**src/design/ior_defs.vh**
```
// Register offsets, field layouts, reset values and encodings of the interrupt output routing block
`ifndef IOR_DEFS_VH
`define IOR_DEFS_VH

`define IOR_LINES 12
`define IOR_TIMERS 8

`define IOR_OFS_STATE 8'h00
`define IOR_OFS_PEND 8'h04
`define IOR_OFS_ERR 8'h08
`define IOR_OFS_REQ 8'h0C
`define IOR_OFS_SET 8'h10
`define IOR_OFS_ARM 8'h14
`define IOR_OFS_EN 8'h18
`define IOR_OFS_CLR 8'h20
`define IOR_OFS_DIR 8'h24
`define IOR_OFS_TERM 8'h28
`define IOR_REGION_OUT 2'h1
`define IOR_REGION_DI 2'h2
`define IOR_REGION_CNT 2'h3

`define IOR_KIND_NONE 4'h0
`define IOR_KIND_RTC 4'h1
`define IOR_KIND_PIG 4'h2
`define IOR_KIND_INPUT 4'h3
`define IOR_KIND_DI 4'h4
`define IOR_KIND_GPS 4'h5
`define IOR_KIND_IRIG 4'h6
`define IOR_KIND_CLK10 4'h7
`define IOR_KIND_MTIME 4'h8

`define IOR_SEL_IDX 3:0
`define IOR_SEL_KIND 7:4
`define IOR_CFG_MODE 9:8

`define IOR_MODE_RISE 2'h0
`define IOR_MODE_FALL 2'h1
`define IOR_MODE_HIGH 2'h2
`define IOR_MODE_LOW 2'h3

`define IOR_RST_DIR 12'h03F
`define IOR_RST_TERM 12'h000
`define IOR_RST_CFG 10'h100

`endif

```
**src/design/ior_count_mem.v**
```verilog
// Fire count memory: one write port, two read ports with registered read data
`timescale 1ns/1ps
`default_nettype none
module ior_count_mem #(
  parameter W = 32,
  parameter D = 12,
  parameter AW = 4
) (
  input wire clk,
  input wire wr_en,
  input wire [AW-1:0] wr_addr,
  input wire [W-1:0] wr_data,
  input wire [AW-1:0] rd_a_addr,
  output reg [W-1:0] rd_a_data,
  input wire [AW-1:0] rd_b_addr,
  output reg [W-1:0] rd_b_data
);
  reg [W-1:0] mem [0:D-1];

  always @(posedge clk) begin
    if (wr_en) begin
      mem[wr_addr] <= wr_data;
    end
    rd_a_data <= mem[rd_a_addr];
    rd_b_data <= mem[rd_b_addr];
  end
endmodule // ior_count_mem
`default_nettype wire

```
**src/design/ior_routing.v**
```verilog
// Interrupt output routing: output line sources, software pulse generators, chain interrupt lines
// What this block does
// - Twelve external output lines, numbered zero to eleven, for machines or equipment.
// - Each output line driven by one chosen source; none leaves it floating.
// - After reset output line n selects pulse generator bit n; only output pins 0-5 drive it.
// - Bidirectional variant refuses a pin's own input as its own output source.
// - A pin sources only as input, and is driven only as output.
// - Each bidirectional pin has its own direction and termination setting.
// - After reset pins 0-5 output, 6-11 input, none terminated.
// - Pulse generator state register is twelve bits, one per generator.
// - Set register at 0x10 sets generator bits without read-modify-write.
// - Clear register at 0x20 clears generator bits without read-modify-write.
// - A set generator bit asserts every line that selects it as source, except a bidirectional pin set as input.
// - Twelve pulse generators, numbered zero to eleven.
// - Twelve chain interrupt lines reaching every board together.
// - Each chain line driven by one chosen source; none means not driven.
// - After reset no chain line has a source.
// - Each chain line triggers on rising, falling, high or low.
// - Chain interrupt reaches the host only when armed and enabled.
// - Software may request a chain interrupt without any source event.
// - A readable fire count is kept for each chain line.
// - All boards on the chain use compatible source and trigger settings.
`timescale 1ns/1ps
`default_nettype none
`include "ior_defs.vh"
module ior_routing #(
  parameter LINES = 12,
  parameter BIDIR = 1,
  parameter CNT_W = 32
) (
  input wire ref_clk,
  input wire rst,
  input wire [7:0] reg_addr,
  input wire reg_wr,
  input wire [31:0] reg_wdata,
  input wire reg_rd,
  output reg [31:0] reg_rdata,
  output reg reg_rvalid,
  input wire [`IOR_TIMERS-1:0] rtc_tick,
  input wire gps_pulse,
  input wire irig_signal,
  input wire clk10_signal,
  input wire master_time,
  input wire [LINES-1:0] bidirectional_ext_pin_in,
  output reg [LINES-1:0] external_output_line_out,
  output reg [LINES-1:0] external_output_line_oe,
  output wire [LINES-1:0] pin_terminate,
  input wire [LINES-1:0] chain_interrupt_line_in,
  output reg [LINES-1:0] chain_interrupt_line_out,
  output reg [LINES-1:0] chain_interrupt_line_oe,
  output wire [LINES-1:0] host_irq
);
  localparam ST_INIT = 2'd0;
  localparam ST_IDLE = 2'd1;
  localparam ST_READ = 2'd2;
  localparam ST_WRITE = 2'd3;

  reg [LINES-1:0] pulse_gen_state;
  reg [LINES-1:0] pin_dir;
  reg [LINES-1:0] pin_term;
  reg [LINES-1:0] di_arm;
  reg [LINES-1:0] di_en;
  reg [LINES-1:0] di_pend;
  reg [LINES-1:0] di_prev;
  reg [LINES-1:0] fire_todo;
  reg err_invalid;
  reg [7:0] out_sel [0:LINES-1];
  reg [9:0] di_cfg [0:LINES-1];
  reg [1:0] cnt_state;
  reg [3:0] cnt_idx;
  reg [3:0] rd_idx;
  reg [7:0] rd_addr_q;
  reg rd_q;
  reg [31:0] next_rdata;
  reg [CNT_W-1:0] mem_wdata;
  reg mem_we;
  reg [3:0] next_pick;
  integer j;
  integer k;

  wire [CNT_W-1:0] cnt_rdata;
  wire [CNT_W-1:0] sw_rdata;
  wire [3:0] wr_idx = reg_addr[5:2];
  wire idx_ok = (wr_idx < LINES);
  wire [LINES-1:0] src_inputs;
  wire [LINES-1:0] di_fire;
  wire [LINES-1:0] req_hit;
  wire [LINES-1:0] pend_clr = (reg_wr && reg_addr == `IOR_OFS_PEND) ? reg_wdata[LINES-1:0] : {LINES{1'b0}};

  // Source validity; the chain lines accept a narrower set of kinds
  function sel_ok;
    input [7:0] sel;
    input for_di;
    input [3:0] own;
    begin
      case (sel[`IOR_SEL_KIND])
        `IOR_KIND_NONE, `IOR_KIND_GPS, `IOR_KIND_IRIG: sel_ok = 1'b1;
        `IOR_KIND_RTC: sel_ok = (sel[`IOR_SEL_IDX] < `IOR_TIMERS);
        `IOR_KIND_PIG: sel_ok = (sel[`IOR_SEL_IDX] < LINES);
        `IOR_KIND_INPUT: sel_ok = (sel[`IOR_SEL_IDX] < LINES) && (for_di || BIDIR == 0 || sel[`IOR_SEL_IDX] != own);
        `IOR_KIND_DI: sel_ok = !for_di && (sel[`IOR_SEL_IDX] < LINES);
        `IOR_KIND_CLK10, `IOR_KIND_MTIME: sel_ok = !for_di;
        default: sel_ok = 1'b0;
      endcase
    end
  endfunction

  // Value of a chosen source, shared by output lines and chain lines
  function src_val;
    input [7:0] sel;
    input [`IOR_TIMERS-1:0] rtc;
    input [LINES-1:0] pig;
    input [LINES-1:0] inp;
    input [LINES-1:0] di;
    input [3:0] misc;
    begin
      case (sel[`IOR_SEL_KIND])
        `IOR_KIND_RTC: src_val = rtc[sel[2:0]];
        `IOR_KIND_PIG: src_val = pig[sel[`IOR_SEL_IDX]];
        `IOR_KIND_INPUT: src_val = inp[sel[`IOR_SEL_IDX]];
        `IOR_KIND_DI: src_val = di[sel[`IOR_SEL_IDX]];
        `IOR_KIND_GPS: src_val = misc[0];
        `IOR_KIND_IRIG: src_val = misc[1];
        `IOR_KIND_CLK10: src_val = misc[2];
        `IOR_KIND_MTIME: src_val = misc[3];
        default: src_val = 1'b0;
      endcase
    end
  endfunction

  // A pin set as an output reads as zero when used as a source
  assign src_inputs = (BIDIR != 0) ? (bidirectional_ext_pin_in & ~pin_dir) : bidirectional_ext_pin_in;
  assign pin_terminate = pin_term;
  assign host_irq = di_pend & di_en;
  assign req_hit = (reg_wr && reg_addr == `IOR_OFS_REQ) ? reg_wdata[LINES-1:0] : {LINES{1'b0}};

  // Control and configuration registers
  always @(posedge ref_clk) begin
    if (rst) begin
      pulse_gen_state <= {LINES{1'b0}};
      pin_dir <= `IOR_RST_DIR;
      pin_term <= `IOR_RST_TERM;
      di_arm <= {LINES{1'b0}};
      di_en <= {LINES{1'b0}};
      err_invalid <= 1'b0;
      for (k = 0; k < LINES; k = k + 1) begin
        out_sel[k] <= {`IOR_KIND_PIG, k[3:0]};
        di_cfg[k] <= `IOR_RST_CFG;
      end
    end else begin
      if (reg_wr) begin
        case (reg_addr)
          `IOR_OFS_STATE: pulse_gen_state <= reg_wdata[LINES-1:0];
          `IOR_OFS_SET: pulse_gen_state <= pulse_gen_state | reg_wdata[LINES-1:0];
          `IOR_OFS_CLR: pulse_gen_state <= pulse_gen_state & ~reg_wdata[LINES-1:0];
          `IOR_OFS_ARM: di_arm <= reg_wdata[LINES-1:0];
          `IOR_OFS_EN: di_en <= reg_wdata[LINES-1:0];
          `IOR_OFS_DIR: pin_dir <= reg_wdata[LINES-1:0];
          `IOR_OFS_TERM: pin_term <= reg_wdata[LINES-1:0];
          default: ;
        endcase
        if (reg_addr[7:6] == `IOR_REGION_OUT && reg_addr[1:0] == 2'b00 && idx_ok) begin
          if (sel_ok(reg_wdata[7:0], 1'b0, wr_idx)) begin
            out_sel[wr_idx] <= reg_wdata[7:0];
          end
        end
        if (reg_addr[7:6] == `IOR_REGION_DI && reg_addr[1:0] == 2'b00 && idx_ok) begin
          if (sel_ok(reg_wdata[7:0], 1'b1, wr_idx)) begin
            di_cfg[wr_idx] <= reg_wdata[9:0];
          end
        end
      end
      // Refused selection raises the flag; a new refusal wins over a clear
      if (reg_wr && reg_addr[1:0] == 2'b00 && idx_ok &&
          ((reg_addr[7:6] == `IOR_REGION_OUT && !sel_ok(reg_wdata[7:0], 1'b0, wr_idx)) ||
           (reg_addr[7:6] == `IOR_REGION_DI && !sel_ok(reg_wdata[7:0], 1'b1, wr_idx)))) begin
        err_invalid <= 1'b1;
      end else if (reg_wr && reg_addr == `IOR_OFS_ERR && reg_wdata[0]) begin
        err_invalid <= 1'b0;
      end
    end
  end

  // Per line routing and trigger detection
  genvar g;
  generate
    for (g = 0; g < LINES; g = g + 1) begin : line
      wire out_v = src_val(out_sel[g], rtc_tick, pulse_gen_state, src_inputs, chain_interrupt_line_in,
        {master_time, clk10_signal, irig_signal, gps_pulse});
      wire di_v = src_val(di_cfg[g][7:0], rtc_tick, pulse_gen_state, src_inputs, chain_interrupt_line_in,
        {master_time, clk10_signal, irig_signal, gps_pulse});
      wire out_drive = (out_sel[g][`IOR_SEL_KIND] != `IOR_KIND_NONE) && (BIDIR == 0 || pin_dir[g]);
      reg trig;
      always @* begin
        case (di_cfg[g][`IOR_CFG_MODE])
          `IOR_MODE_RISE: trig = chain_interrupt_line_in[g] & ~di_prev[g];
          `IOR_MODE_FALL: trig = ~chain_interrupt_line_in[g] & di_prev[g];
          `IOR_MODE_HIGH: trig = chain_interrupt_line_in[g] & ~di_pend[g];
          `IOR_MODE_LOW: trig = ~chain_interrupt_line_in[g] & ~di_pend[g];
          default: trig = 1'b0;
        endcase
      end
      // Arming gates capture; a software request counts like a line event
      assign di_fire[g] = di_arm[g] & (trig | req_hit[g]);
      always @(posedge ref_clk) begin
        if (rst) begin
          external_output_line_out[g] <= 1'b0;
          external_output_line_oe[g] <= 1'b0;
          chain_interrupt_line_out[g] <= 1'b0;
          chain_interrupt_line_oe[g] <= 1'b0;
        end else begin
          external_output_line_out[g] <= out_v & out_drive;
          external_output_line_oe[g] <= out_drive;
          chain_interrupt_line_out[g] <= di_v;
          chain_interrupt_line_oe[g] <= (di_cfg[g][`IOR_SEL_KIND] != `IOR_KIND_NONE);
        end
      end
    end
  endgenerate

  // Pending and count requests; a new fire wins over a clear in the same cycle
  always @(posedge ref_clk) begin
    if (rst) begin
      di_prev <= {LINES{1'b0}};
      di_pend <= {LINES{1'b0}};
      fire_todo <= {LINES{1'b0}};
    end else begin
      di_prev <= chain_interrupt_line_in;
      di_pend <= (di_pend & ~pend_clr) | di_fire;
      if (cnt_state == ST_WRITE) begin
        fire_todo <= (fire_todo & ~(12'h001 << cnt_idx)) | di_fire;
      end else begin
        fire_todo <= fire_todo | di_fire;
      end
    end
  end

  // Lowest pending count request
  always @* begin
    next_pick = 4'h0;
    for (j = LINES - 1; j >= 0; j = j - 1) begin
      if (fire_todo[j]) begin
        next_pick = j[3:0];
      end
    end
  end

  // Counter updater: clears memory after reset, then read-modify-write per fire
  always @(posedge ref_clk) begin
    if (rst) begin
      cnt_state <= ST_INIT;
      cnt_idx <= 4'h0;
    end else begin
      case (cnt_state)
        ST_INIT: begin
          if (cnt_idx == LINES - 1) begin
            cnt_state <= ST_IDLE;
            cnt_idx <= 4'h0;
          end else begin
            cnt_idx <= cnt_idx + 4'h1;
          end
        end
        ST_IDLE: begin
          if (|fire_todo) begin
            cnt_idx <= next_pick;
            cnt_state <= ST_READ;
          end
        end
        ST_READ: cnt_state <= ST_WRITE;
        ST_WRITE: cnt_state <= ST_IDLE;
        default: cnt_state <= ST_IDLE;
      endcase
    end
  end

  always @* begin
    mem_we = 1'b0;
    mem_wdata = {CNT_W{1'b0}};
    case (cnt_state)
      ST_INIT: mem_we = 1'b1;
      ST_WRITE: begin
        mem_we = 1'b1;
        mem_wdata = cnt_rdata + {{(CNT_W-1){1'b0}}, 1'b1};
      end
      default: ;
    endcase
  end

  ior_count_mem #(.W(CNT_W), .D(LINES), .AW(4)) u_count_mem (
    .clk(ref_clk), .wr_en(mem_we), .wr_addr(cnt_idx), .wr_data(mem_wdata),
    .rd_a_addr(cnt_idx), .rd_a_data(cnt_rdata), .rd_b_addr(reg_addr[5:2]), .rd_b_data(sw_rdata)
  );

  // Reads answer two cycles after the strobe, so memory and registers share one timing
  always @* begin
    rd_idx = rd_addr_q[5:2];
    next_rdata = 32'h00000000;
    case (rd_addr_q)
      `IOR_OFS_STATE: next_rdata[LINES-1:0] = pulse_gen_state;
      `IOR_OFS_PEND: next_rdata[LINES-1:0] = di_pend;
      `IOR_OFS_ERR: next_rdata[0] = err_invalid;
      `IOR_OFS_ARM: next_rdata[LINES-1:0] = di_arm;
      `IOR_OFS_EN: next_rdata[LINES-1:0] = di_en;
      `IOR_OFS_DIR: next_rdata[LINES-1:0] = pin_dir;
      `IOR_OFS_TERM: next_rdata[LINES-1:0] = pin_term;
      default: begin
        if (rd_addr_q[1:0] == 2'b00 && rd_idx < LINES) begin
          case (rd_addr_q[7:6])
            `IOR_REGION_OUT: next_rdata[7:0] = out_sel[rd_idx];
            `IOR_REGION_DI: next_rdata[9:0] = di_cfg[rd_idx];
            `IOR_REGION_CNT: next_rdata[CNT_W-1:0] = sw_rdata;
            default: next_rdata = 32'h00000000;
          endcase
        end
      end
    endcase
  end

  always @(posedge ref_clk) begin
    if (rst) begin
      rd_q <= 1'b0;
      rd_addr_q <= 8'h00;
      reg_rdata <= 32'h00000000;
      reg_rvalid <= 1'b0;
    end else begin
      rd_q <= reg_rd;
      rd_addr_q <= reg_addr;
      reg_rvalid <= rd_q;
      if (rd_q) begin
        reg_rdata <= next_rdata;
      end
    end
  end
endmodule // ior_routing
`default_nettype wire

```
**config.mk**
```make
export PLATFORM = sky130hd
export DESIGN_NAME = ior_routing
export DESIGN_NICKNAME = d
export VERILOG_FILES = /design/src/design/ior_count_mem.v /design/src/design/ior_routing.v
export VERILOG_INCLUDE_DIRS = /design/src /design/src/design
export SDC_FILE = /design/constraint.sdc
export NUM_CORES = 2
export LEC_CHECK = 0
export BUFFER_PORTS_ARGS = -buffer_cell sky130_fd_sc_hd__buf_2
export CORE_MARGIN = 2
export CORE_UTILIZATION = 58
export CTS_CLUSTER_DIAMETER = 80
export DETAILED_ROUTE_END_ITERATION = 16
export GPL_TIMING_DRIVEN = 0
export PLACE_DENSITY = 0.75
export SLEW_MARGIN = 10
export SYNTH_ARGS = -nofsm -noshare
export SYNTH_HDL_FRONTEND = slang
export SYNTH_SLANG_ARGS = --single-unit
```
**constraint.sdc**
```tcl
create_clock -name ref_clk -period 4.5 [get_ports ref_clk]
set_clock_uncertainty 0.15 [all_clocks]
set_input_delay 0.675 -clock ref_clk [delete_from_list [all_inputs] [get_ports ref_clk]]
set_output_delay 0.675 -clock ref_clk [all_outputs]
set_load 0.05 [all_outputs]
```
==> out/results.txt <==
Clock tree synthesis inserted a total of 92 buffers. Headroom to the max-slew limit came out at -0.787%. Clock tree root driver cell: sky130_fd_sc_hd__clkbuf_16.

Counting flops with a built-in enable in the synthesized netlist gives 612. The overflow left after global routing is 0, and the max capacitance violation total is 2. For the final count of pins violating max slew, the log shows 11.

Total detailed-routing wirelength: 208000 um. The die is 297 um wide. Flip-flop cell with the highest count after synthesis: sky130_fd_sc_hd__edfxtp_1. The H-tree was split into 3 levels. The register area was 23500 um^2; the maximum number of pins on one net before global-route repair was 21. Once detailed placement completed, the half-perimeter wirelength came to 149000 um. TritonCTS built the clock tree.

The initial antenna violation count was 19; the number of filler cells placed in the layout was 6298. In the finished design, the share of the clock period the worst path needs comes to 96.6%. Excluding fillers, the count of instances in the completed layout stands at 5449. The number of global-route vias before repair is 38400. Residual DRC count: 0. The logs give 0.000607 V for the maximum vdd drop and 52600 um^2 for the total placed instance area. In this run the remaining antenna-violating nets after routing total 0. Counting I/O delays and the setup requirement, the final critical path takes 4.35 ns.

The die covers 88300 um^2. The checks that failed: capacitance limit, slew limit. Post-CTS timing repair inserted 0 buffers for setup. The clock net in this run drives a total of 869 sinks. Starting density of the core: 58.5%. Each instance of the synthesized netlist takes up on average 12.7 um^2. Global routing consumed, over all layers together, 46.3% of the routing resources.

The final-stage net count is 4302. Post-synthesis async set-or-reset flop share: 0%. The data required time at the worst endpoint is 4.87 ns.

The floorplan has 107 rows. The die extent in y works out to 297 um. The cell with the largest stage delay on the worst path was sky130_fd_sc_hd__clkbuf_1. In this run the static leakage power is 19.1 nW. For this design the ratio of total power to cell area is 436 nW/um^2. For this run, the slowest stage of the critical path takes 0.88 ns. Setup violations remaining at the end of the flow were counted as 0. STA puts the critical path data arrival time at 4.71 ns.

Along the worst path, the maximum fanout reaches 10. For this block, the initial DRC count from the detailed router was 7723. Traced cell by cell, the critical path runs through nor2b_1, clkbuf_1, mux4_2, mux2i_1, o41ai_1, a211oi_1, nor4_1.

The worst setup path is captured at a flip-flop. The worst setup path is launched from a flip-flop. At the pin with the least slew margin, the transition time is 1.51 ns. From synthesis to final layout, the design area changed by 12.1%.

The count of pins on the block boundary is 185, and the post-detailed-route wirelength per cell is 38.1 um. Classification of the worst setup path: reg -> reg. Setup repair after global routing left no endpoint under its margin.

The logs give 49800 um^2 for the post-synthesis instance area and 5261 for the post-placement cell count. The cell area after layout came out at 55900 um^2. For this run, the number of Yosys warnings is 0. The synthesized instance count was 3923. The logs give 0 for the number of instances resized during post-cts repair and 0.72 ns for the clock latency reported for the late side of the worst-skew pair. The logs give 230 MHz for the achievable clock frequency and 24.3 mW for the sum of internal, switching and leakage power. The area of the multi-input gates was 24600 um^2.

Synthesis instantiated 95 different standard cells from the library. The logs give 0 for the number of hold violations in the final report and 47.2% for the sequential element share of the synthesized area. The per-cell via count in the routed design was 7.53. The number of hold buffers added after CTS was 0.

After synthesis the netlist holds a flip-flop and latch count of 869. The floorplan step defined a core boundary enclosing 85100 um^2. The run gives 1.07 as the weighted congestion reported at the end of routability-driven placement. The run finished, with violations left. The share of layout cells above drive strength 1 works out to 24.7%.

The count of buffers inserted at the top-level ports was 156. The first global-routing pass estimated 284000 um of wire. The largest buffer count on any clock path is 3, and the number of detailed-routing iterations run before antenna repair is 11.

Clock edge transition at the registers on the reported setup and hold paths: 0.06 ns. The number of vias after detailed routing came out at 41100. Type of the worst min-delay path: in -> reg.
## cell usage in the layout (no fill, tap or decap), types with 154 or more instances in the layout
master / count
sky130_fd_sc_hd__a21oi_1: 165
sky130_fd_sc_hd__nand2_1: 369
sky130_fd_sc_hd__clkbuf_1: 277
sky130_fd_sc_hd__edfxtp_1: 612
sky130_fd_sc_hd__mux2i_1: 163
sky130_fd_sc_hd__mux4_2: 482
sky130_fd_sc_hd__o21ai_0: 154
sky130_fd_sc_hd__buf_2: 263
sky130_fd_sc_hd__and2_1: 191
sky130_fd_sc_hd__dfxtp_1: 257
## cell type report
type,count,area share [%]
Clock inverter,40,1.09
Sequential cell,869,42.1
Tap cell,1144,2.56
Inverter,57,0.383
Multi-Input combinational cell,2617,44.0
Buffer,403,3.11
Clock buffer,133,4.68
Timing Repair Buffer,171,2.04
Antenna cell,15,0.0672
## final timing paths
path                                                               end  depth (start not counted)  slack (ns)                               from
worst max-delay path            chain_interrupt_line_out[9]$_SDFF_PP0_                          7        0.15            pin_dir[2]$_SDFFE_PP1P_
worst min-delay path                                   rd_q$_SDFF_PP0_                          2        0.01                             reg_rd
worst min register to register              reg_rdata[26]$_SDFFE_PP0P_                          1        0.30  u_count_mem.rd_b_data[26]$_DFF_P_
worst max register to register  chain_interrupt_line_out[9]$_SDFF_PP0_                          7        0.15            pin_dir[2]$_SDFFE_PP1P_
## through the flow
step | util [%] | hold WS, ns | setup slack [ns] | setup TNS (ns)
after global placement | 61.2 | 0.283 | -1.41 | -333.54
after global routing | 65.6 | 0.0272 | 0.315 | 0
after detailed placement | 61.8 | 0.286 | 0.336 | 0
after floorplan | - | 0.276 | 1.26 | 0
final | 65.6 | 0.0103 | 0.153 | 0
after CTS | 65.6 | 0.00698 | 0.542 | 0
## power breakdown
| part | total [mW] | internal (mW) | leakage, nW | switching, mW |
|---|---|---|---|---|
| Sequential | 10.3 | 9.67 | 7.72 | 0.679 |
| Combinational | 5.88 | 2.34 | 9.79 | 3.54 |
| Clock | 8.11 | 4.68 | 1.57 | 3.44 |
## state kept, by name (all words and copies together), names as in the netlist, 32 cells and up
signal / flops
u_count_mem.mem: 384
reg_rdata: 32
u_count_mem.rd_b_data: 32
out_sel: 96
u_count_mem.rd_a_data: 32
di_cfg: 132
## worst max-delay path: cells and delay by family, from the launching register on
family	cells	cell delay [ns]
mux	2	0.51
compound gates	2	0.43
simple gates	2	1.62
flops	1	0.54
buf+inv	1	0.88
## cells in the mapped netlist, drive strengths merged, types with 9 or more instances
cell type	n	area, um^2
a22oi	32	240
nand3b	29	221
a311oi	18	158
mux2i	163	1630
a21oi	166	842
nor2	147	557
nand4	13	81.3
nor3b	25	188
o22ai	11	68.8
and2	193	1210
or2	27	169
mux2	60	679
nand3	50	255
o211ai	20	150
nor3	49	300
xnor2	41	359
dfxtp	257	5140
clkbuf	255	958
nor4b	40	447
ha	11	138
or3	10	62.6
buf	148	776
a221o	18	180
inv	57	214
and3	59	370
mux4	482	10900
o221ai	9	78.8
a31oi	17	106
o21ai	157	786
nor2b	90	563
a22o	30	263
a211oi	24	190
or4b	11	114
nand2b	74	463
a221oi	29	260
nand2	372	1410
edfxtp	612	18400
nor4	26	163
## kinds of logic after synthesis
kind of cell             after synthesis  synth area share [%]
other                                  1               0.00752
adder cells (fa/ha/maj)               11                 0.276
AND/OR/NAND/NOR                     1231                  13.5
multiplexers                         705                  26.4
buffers and inverters                460                  3.91
flip-flops                           869                  47.2
XOR/XNOR                              49                 0.861
AO/OA/AOI/OAI                        597                  7.85
## metal layers
metal  GRT usage, %  wire [um]  up-vias
li1               -          -    15800
met1           61.7      70700    20400
met2           62.8      83400     4003
met3           21.3      38600      852
met4           25.5      14800       16
met5          0.271        341        -
(Power assumes the default switching activity.)
